## src/include/tcp_timer_regs.vh

```
// Constants for the center-aligned timer PWM block
`ifndef TCP_TIMER_REGS_VH
`define TCP_TIMER_REGS_VH

`define TCP_CNT_W       16
`define TCP_CNT_MSB     15
`define TCP_CNT_ZERO    16'h0000
`define TCP_CNT_ONE     16'h0001
`define TCP_CNT_FULL    16'hFFFF
`define TCP_RST_MOD     16'h0000
`define TCP_RST_CV      16'h0000
`define TCP_BYTE_HI     15:8
`define TCP_BYTE_LO     7:0
`define TCP_CLKS_OFF    2'h0
`define TCP_ELS_NONE    2'h0
`define TCP_ELS_INV_BIT 0
`define TCP_MS_CAPTURE  2'h0
`define TCP_MS_COMPARE  2'h1
`define TCP_MS_EDGE_BIT 1
`define TCP_OUT_INIT    1'b0

`endif
```

## src/core/tcp_timer.v

```verilog
// Timer counter with center-aligned PWM channels and buffered loads
//
// Function
// - Center mode: count up to modulus, down to zero
// - Pulse twice channel value, period twice modulus
// - Flag on match counting down and up
// - Edge-level 0:0 flags only, output undriven
// - Edge-level 1:0: high down, low up
// - Edge-level X:1: low down, high up
// - Zero or negative value: 0% duty, no flag
// - Value at or above modulus: 100%, no flag
// - Clock off: load on second byte written
// - Modulus applied at wrap or top step
// - Compare value applied at next counter change
// - Edge PWM value applied at counter wrap
// - Center value applied at top step
// - Debug halt freezes counter and outputs
// - Counter write works even in halt
// - Overflow interrupt is enable and flag
// - Channel interrupt is enable and flag
// - Every reset returns block to reset state
// - Overflow flag on top to top-minus-one step
// - Counter write zeroes counter, restores outputs except in compare mode
`timescale 1ns/1ps
`include "tcp_timer_regs.vh"

module tcp_timer #(
    parameter CH_N = 2
) (
    // Clock and reset
    input  wire              core_clk_i,
    input  wire              rstn_i,
    // Counter control
    input  wire              count_tick_i,
    input  wire [1:0]        clock_source_select_i,
    input  wire              center_align_select_i,
    input  wire              background_debug_halt_i,
    input  wire              counter_wr_i,
    // Modulus byte writes
    input  wire              modulus_wr_hi_i,
    input  wire              modulus_wr_lo_i,
    input  wire [7:0]        wr_data_i,
    // Overflow flag and interrupt
    input  wire              overflow_irq_enable_i,
    input  wire              overflow_flag_clr_i,
    // Channel configuration and writes
    input  wire [2*CH_N-1:0] edge_level_select_i,
    input  wire [2*CH_N-1:0] channel_mode_select_i,
    input  wire [CH_N-1:0]   channel_irq_enable_i,
    input  wire [CH_N-1:0]   channel_event_flag_clr_i,
    input  wire [CH_N-1:0]   channel_value_wr_hi_i,
    input  wire [CH_N-1:0]   channel_value_wr_lo_i,
    // Counter state
    output wire [15:0]       counter_value_o,
    output wire              counting_down_o,
    // Overflow status
    output wire              overflow_flag_o,
    output wire              overflow_irq_o,
    // Channel status and pins
    output wire [CH_N-1:0]   channel_event_flag_o,
    output wire [CH_N-1:0]   channel_irq_o,
    output wire [CH_N-1:0]   channel_out_o,
    output wire [CH_N-1:0]   channel_out_en_o
);

    function is_free_running;
        input [15:0] modv;
        begin
            is_free_running = (modv == `TCP_CNT_ZERO) ||
                              (modv == `TCP_CNT_FULL);
        end
    endfunction

    reg  [15:0] cnt_reg;
    reg  [15:0] cnt_next;
    reg         down_reg;
    reg         down_next;
    reg         wrap_evt;
    reg         top_evt;
    reg         tof_reg;
    reg         tof_irq_reg;
    wire [15:0] counter_modulus;
    wire        clocks_off;
    wire        center;
    wire        step;
    wire        tof_next;

    assign clocks_off = (clock_source_select_i == `TCP_CLKS_OFF);
    assign center     = center_align_select_i;
    // Halt suppresses every counter step, so outputs hold too
    assign step = count_tick_i & ~clocks_off & ~background_debug_halt_i;

    // Active modulus
    tcp_wbuf #(
        .RESET_VALUE (`TCP_RST_MOD)
    ) u_mod_buf (
        .core_clk_i  (core_clk_i),
        .rstn_i      (rstn_i),
        .wr_hi_i     (modulus_wr_hi_i),
        .wr_lo_i     (modulus_wr_lo_i),
        .wr_data_i   (wr_data_i),
        .block_i     (1'b0),
        .immediate_i (clocks_off),
        .apply_i     (center ? top_evt : wrap_evt),
        .active_o    (counter_modulus)
    );

    // Counter next state
    always @* begin
        cnt_next  = cnt_reg;
        down_next = down_reg;
        wrap_evt  = 1'b0;
        top_evt   = 1'b0;
        if (counter_wr_i) begin
            // Allowed during halt; value written is irrelevant
            cnt_next  = `TCP_CNT_ZERO;
            down_next = 1'b0;
        end else if (step && center) begin
            if (!down_reg) begin
                if (cnt_reg == counter_modulus) begin
                    cnt_next  = cnt_reg - `TCP_CNT_ONE;
                    down_next = 1'b1;
                    top_evt   = 1'b1;
                end else begin
                    cnt_next = cnt_reg + `TCP_CNT_ONE;
                end
            end else begin
                if (cnt_reg == `TCP_CNT_ZERO) begin
                    cnt_next  = `TCP_CNT_ONE;
                    down_next = 1'b0;
                end else begin
                    cnt_next = cnt_reg - `TCP_CNT_ONE;
                end
            end
        end else if (step) begin
            down_next = 1'b0;
            if (is_free_running(counter_modulus) ?
                (cnt_reg == `TCP_CNT_FULL) :
                (cnt_reg == counter_modulus)) begin
                cnt_next = `TCP_CNT_ZERO;
                wrap_evt = 1'b1;
            end else begin
                cnt_next = cnt_reg + `TCP_CNT_ONE;
            end
        end
    end

    // Hardware set wins over a clear in the same cycle
    assign tof_next = wrap_evt | top_evt |
                      (tof_reg & ~overflow_flag_clr_i);

    always @(posedge core_clk_i or negedge rstn_i) begin
        if (!rstn_i) begin
            cnt_reg     <= `TCP_CNT_ZERO;
            down_reg    <= 1'b0;
            tof_reg     <= 1'b0;
            tof_irq_reg <= 1'b0;
        end else begin
            cnt_reg     <= cnt_next;
            down_reg    <= down_next;
            tof_reg     <= tof_next;
            tof_irq_reg <= tof_next & overflow_irq_enable_i;
        end
    end

    assign counter_value_o = cnt_reg;
    assign counting_down_o = down_reg;
    assign overflow_flag_o = tof_reg;
    assign overflow_irq_o  = tof_irq_reg;

    // Channels
    genvar g;
    generate
        for (g = 0; g < CH_N; g = g + 1) begin : g_ch
            wire [1:0]  els;
            wire [1:0]  msel;
            wire [15:0] cv;
            wire        mode_cmp;
            wire        mode_edge;
            wire        mode_cap;
            wire        apply;
            wire        zero_duty;
            wire        full_duty;
            wire        match;
            wire        hit;
            wire        inv;
            wire        flag_next;
            reg         flag_reg;
            reg         irq_reg;
            reg         out_reg;
            reg         drive_reg;

            assign els  = edge_level_select_i[2*g +: 2];
            assign msel = channel_mode_select_i[2*g +: 2];
            assign inv  = els[`TCP_ELS_INV_BIT];
            assign mode_cmp  = ~center & (msel == `TCP_MS_COMPARE);
            assign mode_edge = ~center & msel[`TCP_MS_EDGE_BIT];
            assign mode_cap  = ~center & (msel == `TCP_MS_CAPTURE);
            assign apply = center ? top_evt :
                           mode_cmp ? step :
                           mode_edge & wrap_evt;

            // Active channel compare value
            tcp_wbuf #(
                .RESET_VALUE (`TCP_RST_CV)
            ) u_cv_buf (
                .core_clk_i  (core_clk_i),
                .rstn_i      (rstn_i),
                .wr_hi_i     (channel_value_wr_hi_i[g]),
                .wr_lo_i     (channel_value_wr_lo_i[g]),
                .wr_data_i   (wr_data_i),
                .block_i     (mode_cap),
                .immediate_i (clocks_off),
                .apply_i     (apply),
                .active_o    (cv)
            );

            // Negative values are treated as zero duty
            assign zero_duty = (cv == `TCP_CNT_ZERO) | cv[`TCP_CNT_MSB];
            assign full_duty = ~cv[`TCP_CNT_MSB] & (cv >= counter_modulus)
                               & (counter_modulus != `TCP_CNT_ZERO);
            // Match is taken as the counter arrives at the value
            assign match = step & ~counter_wr_i & (cnt_next == cv);
            assign hit   = match & ~zero_duty & ~full_duty;
            assign flag_next = (center ? hit : (match & ~mode_cap))
                               | (flag_reg & ~channel_event_flag_clr_i[g]);

            always @(posedge core_clk_i or negedge rstn_i) begin
                if (!rstn_i) begin
                    flag_reg  <= 1'b0;
                    irq_reg   <= 1'b0;
                    out_reg   <= `TCP_OUT_INIT;
                    drive_reg <= 1'b0;
                end else begin
                    flag_reg  <= flag_next;
                    irq_reg   <= flag_next & channel_irq_enable_i[g];
                    drive_reg <= center & (els != `TCP_ELS_NONE);
                    if (counter_wr_i && !mode_cmp) begin
                        out_reg <= `TCP_OUT_INIT;
                    end else if (center && els != `TCP_ELS_NONE &&
                                 !background_debug_halt_i) begin
                        if (zero_duty) begin
                            out_reg <= inv;
                        end else if (full_duty) begin
                            out_reg <= ~inv;
                        end else if (hit) begin
                            // Down match opens the pulse, up match closes it
                            out_reg <= down_next ? ~inv : inv;
                        end
                    end
                end
            end

            assign channel_event_flag_o[g] = flag_reg;
            assign channel_irq_o[g]        = irq_reg;
            assign channel_out_o[g]        = out_reg;
            assign channel_out_en_o[g]     = drive_reg;
        end
    endgenerate

endmodule

```

## src/core/tcp_wbuf.v

```verilog
// Byte-pair write buffer with deferred load of a 16-bit active value
`timescale 1ns/1ps
`include "tcp_timer_regs.vh"

module tcp_wbuf #(
    parameter [15:0] RESET_VALUE = `TCP_RST_MOD
) (
    // Clock and reset
    input  wire        core_clk_i,
    input  wire        rstn_i,
    // Byte writes
    input  wire        wr_hi_i,
    input  wire        wr_lo_i,
    input  wire [7:0]  wr_data_i,
    input  wire        block_i,
    // Load control
    input  wire        immediate_i,
    input  wire        apply_i,
    // Active value
    output wire [15:0] active_o
);

    reg  [15:0] buf_reg;
    reg         hi_seen_reg;
    reg         lo_seen_reg;
    reg         pend_reg;
    reg  [15:0] pend_val_reg;
    reg  [15:0] active_reg;
    wire        wr_hi;
    wire        wr_lo;
    wire        pair_done;
    wire [15:0] merged;

    // Writes are dropped while the owner refuses them
    assign wr_hi = wr_hi_i & ~block_i;
    assign wr_lo = wr_lo_i & ~block_i;
    assign pair_done = (wr_hi | wr_lo) & (wr_hi | hi_seen_reg)
                       & (wr_lo | lo_seen_reg);
    assign merged = {wr_hi ? wr_data_i : buf_reg[`TCP_BYTE_HI],
                     wr_lo ? wr_data_i : buf_reg[`TCP_BYTE_LO]};
    assign active_o = active_reg;

    always @(posedge core_clk_i or negedge rstn_i) begin
        if (!rstn_i) begin
            buf_reg     <= RESET_VALUE;
            hi_seen_reg <= 1'b0;
            lo_seen_reg <= 1'b0;
            pend_reg    <= 1'b0;
            pend_val_reg <= RESET_VALUE;
            active_reg  <= RESET_VALUE;
        end else begin
            buf_reg <= merged;
            if (pair_done) begin
                hi_seen_reg <= 1'b0;
                lo_seen_reg <= 1'b0;
            end else begin
                hi_seen_reg <= hi_seen_reg | wr_hi;
                lo_seen_reg <= lo_seen_reg | wr_lo;
            end
            if (pair_done && immediate_i) begin
                active_reg <= merged;
                pend_reg   <= 1'b0;
            end else if (pair_done) begin
                pend_reg     <= 1'b1;
                pend_val_reg <= merged;
            end else if (pend_reg && apply_i) begin
                // Only a fully written pair is ever applied, even if a
                // later single byte has already landed in the buffer
                active_reg <= pend_val_reg;
                pend_reg   <= 1'b0;
            end
        end
    end

endmodule

```

## config.mk

```make
export PLATFORM = sky130hd
export DESIGN_NAME = tcp_timer
export DESIGN_NICKNAME = d
export VERILOG_FILES = /design/src/core/tcp_timer.v /design/src/core/tcp_wbuf.v
export VERILOG_INCLUDE_DIRS = /design/src /design/src/include
export SDC_FILE = /design/constraint.sdc
export NUM_CORES = 1
export LEC_CHECK = 0
export BUFFER_PORTS_ARGS = -buffer_cell sky130_fd_sc_hd__buf_2
export CAP_MARGIN = 10
export CORE_MARGIN = 2
export CORE_UTILIZATION = 35
export CTS_BUF_LIST = sky130_fd_sc_hd__clkbuf_16
export CTS_CLUSTER_DIAMETER = 60
export DETAILED_ROUTE_END_ITERATION = 16
export SLEW_MARGIN = 20
export SYNTH_ARGS = -nofsm -noshare
export SYNTH_HDL_FRONTEND = slang
export SYNTH_SLANG_ARGS = --single-unit
```

## constraint.sdc

```tcl
create_clock -name core_clk_i -period 7.2 [get_ports core_clk_i]
set_input_delay 0 -clock core_clk_i [delete_from_list [all_inputs] [get_ports core_clk_i]]
set_output_delay 0 -clock core_clk_i [all_outputs]
set_load 0.02 [all_outputs]
```

* Word level (Yosys, flattened, before mapping)
Cells that the tools add are included.
** Cells by class
- Reduce and logical (&&, ||, !) cells :: 45
- Equal/unequal tests :: 10
- Mux-type cells :: 70
- Bitwise operators :: 76
- Add/subtract/negate cells :: 2
- Magnitude comparators :: 2
** Operators with widths (number)
- 2-to-1 mux 16 bit :: 16
- zero test 16 bit :: 4
- equality test 16 bit :: 3
- 2-to-1 mux 1 bit :: 48
- 2-to-1 mux 8 bit :: 6
- AND 1 bit :: 41
- equality test 16 bit (second input constant) :: 2
- >= comparator 16 bit :: 2
- NOT 1 bit :: 20
- adder 16 x 1 -> 16 bit (second input constant) :: 1
- AND reduction 2 bit :: 8
- nonzero test 16 bit :: 1
- subtractor 16 x 1 -> 16 bit (second input constant) :: 1
- bitwise OR 1 bit :: 15
- nonzero test 2 bit :: 7
- logical AND 1 bit :: 13
- nonzero test 3 bit :: 3
- nonzero test 4 bit :: 2
- zero test 2 bit :: 3
- != test 2 bit (second input constant) :: 3
- equality test 2 x 1 -> 1 bit (second input constant) :: 2
- zero test 1 bit :: 3
- logical OR 1 bit :: 1
** Word-level totals
- Input port bits :: 36
- Flip-flop bits (word level) :: 180
- Word-level logic and storage cells :: 235

* Logic depth before layout (Yosys ltp)
- Depth in word-level cells :: 16
- Mapped depth :: 15
- Depth with buffers taken out :: 13

* By module
A second synthesis with hierarchy kept.
** Second synthesis, totals
- Cell total of the unflattened synthesis :: 1130
- Area total of the unflattened synthesis :: 10892.9 um^2
** Modules (own cells, without submodules)
- tcp_wbuf :: cells an instance 178, area each 2103.3 um^2, instances 3
- tcp_timer :: cells an instance 596, area each 4583.1 um^2, instances 1

* Least setup slack after synthesis
No wires, ideal clock.
- Path type :: reg-to-reg
- Start point :: register cnt_reg[1], in the netlist counter_value_o[1]
- End point :: register g_ch[0].out_reg
- Setup time :: 0.120 ns
- Path buffers :: 2
- Stages on the path, launching flop included :: 13
- Data required time :: 7.080 ns
- Setup slack :: 3.708 ns
- Data arrival time :: 3.373 ns
- Path through :: dfrtp_1 > clkbuf_1 > xnor2_1 > nand4_2 > o41a_1 > buf_2 > o41ai_1 > o22ai_1 > xnor2_1 > nor4_2 > a41oi_1 > o311a_1 > a31o_1
** Between the ends
- Longest elaborated chain between the ends :: 12
** RTL lines
- start: declaration :: RTL line tcp_timer.v:74 : reg [15:0] cnt_reg;
- start signal: assignment :: RTL line tcp_timer.v:154 : cnt_reg <= `TCP_CNT_ZERO;
- start signal: assignment :: RTL line tcp_timer.v:159 : cnt_reg <= cnt_next;
- branches (longest 12 deep; another with adder 16 x 1 -> 16 bit)
- end signal: assignment :: RTL line tcp_timer.v:232 : out_reg <= `TCP_OUT_INIT;
- end signal: assignment :: RTL line tcp_timer.v:239 : out_reg <= `TCP_OUT_INIT;
- end signal: assignment :: RTL line tcp_timer.v:243 : out_reg <= inv;
- end: declaration :: RTL line tcp_timer.v:190 : reg out_reg;
Several ways; the timed one is not identified. The select of a mux whose other input is x is not followed.
A chain may end at the register's enable or synchronous reset.

* Worst setup path after layout
- Start point :: register cnt_reg[6], in the netlist counter_value_o[6]
- End point :: register g_ch[0].out_reg
** Between the ends
- Longest elaborated chain between the ends :: 12
** RTL lines
- branches (longest 4 deep; another with adder 16 x 1 -> 16 bit)
- 2-to-1 mux 16 bit (*) :: RTL line tcp_timer.v:118 : end else if (step && center) begin
- 2-to-1 mux 16 bit (*) :: RTL line tcp_timer.v:114 : if (counter_wr_i) begin
- via cnt_next[10] :: RTL line tcp_timer.v:75 : reg [15:0] cnt_next;
- equality test 16 bit (*) :: RTL line tcp_timer.v:223 : assign match = step & ~counter_wr_i & (cnt_next == cv);
- AND 1 bit (*) :: RTL line tcp_timer.v:223
- AND 1 bit (*) (2 in a row) :: RTL line tcp_timer.v:224 : assign hit = match & ~zero_duty & ~full_duty;
- nonzero test 4 bit (no source line) (*)
- AND reduction 2 bit (no source line) (*)
Mark *: on every way through the listed nets, which the timed path passes. The select of a mux whose other input is x is not followed.

==> impl_results.md <==
- Most frequent cells in the layout: 180 x dfrtp_1, 103 x nor2_1, 96 x nand2_1
- First-pass GRT wire length: 54800 µm
- Total Routing Usage GR: 0.221
- Pins Over Slew Limit: 0
- Starting Density: 0.354
- Most common cell after layout, fill and taps aside: dfrtp_1
- Synth Area per Inst: 9.21 µm²
- Hold Slack: -0.945 ps
- Syn Std Cell Area: between 0.01 and 0.015 mm²
- CTS tree: built
- Die area: approximately 0.032 mm²
- Result of the run: finished with violations
- RSZ-0062 raised after global routing: no
- Post-CTS Resized: 0
- Via density: roughly 5.8
- Critical Path RT: around 7500 ps
- Num CTS Buffers: 17
- M1 WL: ~16000 µm
- Max Freq: between 150 and 200 MHz
- VDD IR max: 0.181 mV
- Ys async rst share: 1.00
- Final setup TNS: 0 ps
- IO buf count: between 60 and 70
- Detailed placer's ending HPWL: ~26000 µm
- Net count reported at finish: ~1300
- Vias in the first global route: 8931
- Post-CTS Repair Setup Buffers: 0
- Routed len/inst: 22.2 µm
- Diodes inserted: 0
- Largest net degree at the start of global routing: about 110
- Area grow syn2layout: 13.2%
- Critical path arrival: 5520 ps
- Core area: roughly 0.030 mm²
- Yosys warnings: 0
- Post-Syn Nets: roughly 1200
- Netlist cell types: 78
- Failing checks: negative hold slack
- Num Clock Sinks: 180
- Root Buffer: clkbuf_16
- Metal2 WL: roughly 16000 µm
- Htree depth: 4
- Die H: around 180 µm
- Yosys reg bits: 180
- Startpoint Class: flop
- Drt pass-1 iters: 5
- Fin crit share: 0.722
- Max_cap viols: 0
- Layout cells sized above 1: 0.147
- Min Clock Period, post-route: roughly 5200 ps
- GPL Wtd Cong: 1.02
- Ys flop type: dfrtp_1
- Clk_lat worst skew: approximately 440 ps
- CP Capture Type: flop
- Number of synthesized flops with an enable pin: 0
- Top Layer Used: met4
- Via Count: 9359
- Leakage power figure: between 0.005 and 0.006 µW
- Crit path max fanout: 16
- Sequential share of the synthesized area: 0.418
- FP Rows: 64
- CTS max path bufs: 2
- Final hold vios: 2
- Clock slew at reported path FFs: about 70 ps
- Hold Path Class: input port to flop
- Post-route DRC: 0
- Worst-Margin Slew: 988 ps
- I/O pin count: 63
- Die Wd: 179 µm
- Synth Instances: between 1000 and 1500
- Final WL: around 36000 µm
- Post-DRT Antenna Nets: 0
- PD cells: just over 300 mW/mm²
- Clk_skew: 28.7 ps
- Final setup viols: 0
- GRT overflow: 0
- Worst slew margin: 0.339
- Initial drt markers: 960
- Met3 WL: 2260 µm
- Crit path kind: flop to flop
- Initial antenna violation count: 0
[layer usage]
layer | global-route usage | vias up
met4 | 0.109 | 0
met5 | 0 | -
met2 | 0.344 | 401
met3 | 0.0314 | 93
li1 | - | 4281
met1 | 0.302 | 4584
[metrics by stage]
step / setup slack (ps) / power, µW / cells / util / cell area (µm²)
3_3_place_gp: 2590 / 2750 / 1570 / 0.374 / 11400
2_1_floorplan: 3710 / 2330 / 1169 / - / 10800
3_5_place_dp: 2760 / 2780 / 1570 / 0.374 / 11400
4_1_cts: 2190 / 3740 / 1624 / 0.400 / 12200
5_1_grt: 1900 / 3960 / 1624 / 0.400 / 12200
6_report: 2000 / 3740 / 1624 / 0.400 / 12200
[cells by family after synthesis]
logic type,Yosys count,synth area share
AND/OR/NAND/NOR,375,0.173
AO/OA/AOI/OAI,284,0.171
flip-flops,180,0.418
buffers and inverters,146,0.0582
multiplexers,106,0.104
XOR/XNOR,44,0.0358
adder cells (fa/ha/maj),34,0.0395
[cell usage after synthesis (5+ instances only)]
| cell | instances | area, µm² |
|---|---|---|
| a31oi_1 | 5 | 31.3 |
| nand2_1 | 96 | 360 |
| nor3_1 | 24 | 120 |
| buf_4 | 13 | 97.6 |
| dfrtp_1 | 180 | 4500 |
| nand4_1 | 21 | 131 |
| o211ai_1 | 12 | 90.1 |
| nor2_1 | 108 | 405 |
| nor4_1 | 20 | 125 |
| a2111oi_0 | 5 | 43.8 |
| o21ai_0 | 74 | 370 |
| o21ai_1 | 6 | 30.0 |
| and2_1 | 7 | 43.8 |
| o22ai_1 | 5 | 31.3 |
| a21oi_1 | 84 | 420 |
| nor2b_1 | 6 | 37.5 |
| xor2_1 | 9 | 78.8 |
| nand3_1 | 26 | 130 |
| a211oi_1 | 16 | 120 |
| or4_1 | 6 | 45.0 |
| mux2_2 | 47 | 529 |
| inv_1 | 72 | 270 |
| xnor2_1 | 35 | 307 |
| a21o_1 | 21 | 158 |
| and3_1 | 5 | 31.3 |
| nand2b_1 | 15 | 93.8 |
| clkbuf_1 | 44 | 165 |
| buf_2 | 12 | 60.1 |
| mux2i_1 | 58 | 581 |
| or3_1 | 13 | 81.3 |
| ha_1 | 34 | 425 |
[timing repair]
item                                    4_1_cts  5_1_grt
hold endpoints to repair                    129        0
endpoints found under the setup margin        0        0
hold buffers                                 22        0
[path summary, 6_finish.rpt]
kind	depth (start not counted)	end	slack, ps	from
min reg2reg	1	u_mod_buf.buf_reg[2]	510	u_mod_buf.buf_reg[2]
max	12	g_ch[0].out_reg	2000	counter_value_o[6]
max in group asynchronous	3	g_ch[1].u_cv_buf.buf_reg[13]	5370	rstn_i
max reg2reg	12	g_ch[0].out_reg	2000	counter_value_o[6]
min in group asynchronous	2	g_ch[0].u_cv_buf.lo_seen_reg	260	rstn_i
min	3	g_ch[1].u_cv_buf.buf_reg[10]	-0.9	wr_data_i[2]
[power by group]
group,switching (µW),internal (µW),total (µW)
Sequential,408,1260,1660
Combinational,609,523,1130
Clock,425,515,940
Total,1440,2290,3740
[cell type report]
type | instances | area, µm²
flip-flops and latches | 180 | 4500
repair buffers | 100 | 659
clock inverters | 15 | 154
multi-input cells | 843 | 5670
fillers | 3074 | 18200
clock buffers | 17 | 425
well taps | 396 | 495
inverters | 73 | 274
[critical path, cell delays in order, from the launching register on]
cell and delay (ps):
dfrtp_1 820, xnor2_1 210, nand4_2 210, o41a_1 790
nor4_1 700, mux2i_1 250, a21oi_1 480, xnor2_1 170
and4_1 230, a41oi_1 160, o311a_1 320, a31o_1 180
dlygate4sd3_1 550
Power figures use the tool's default switching activity.
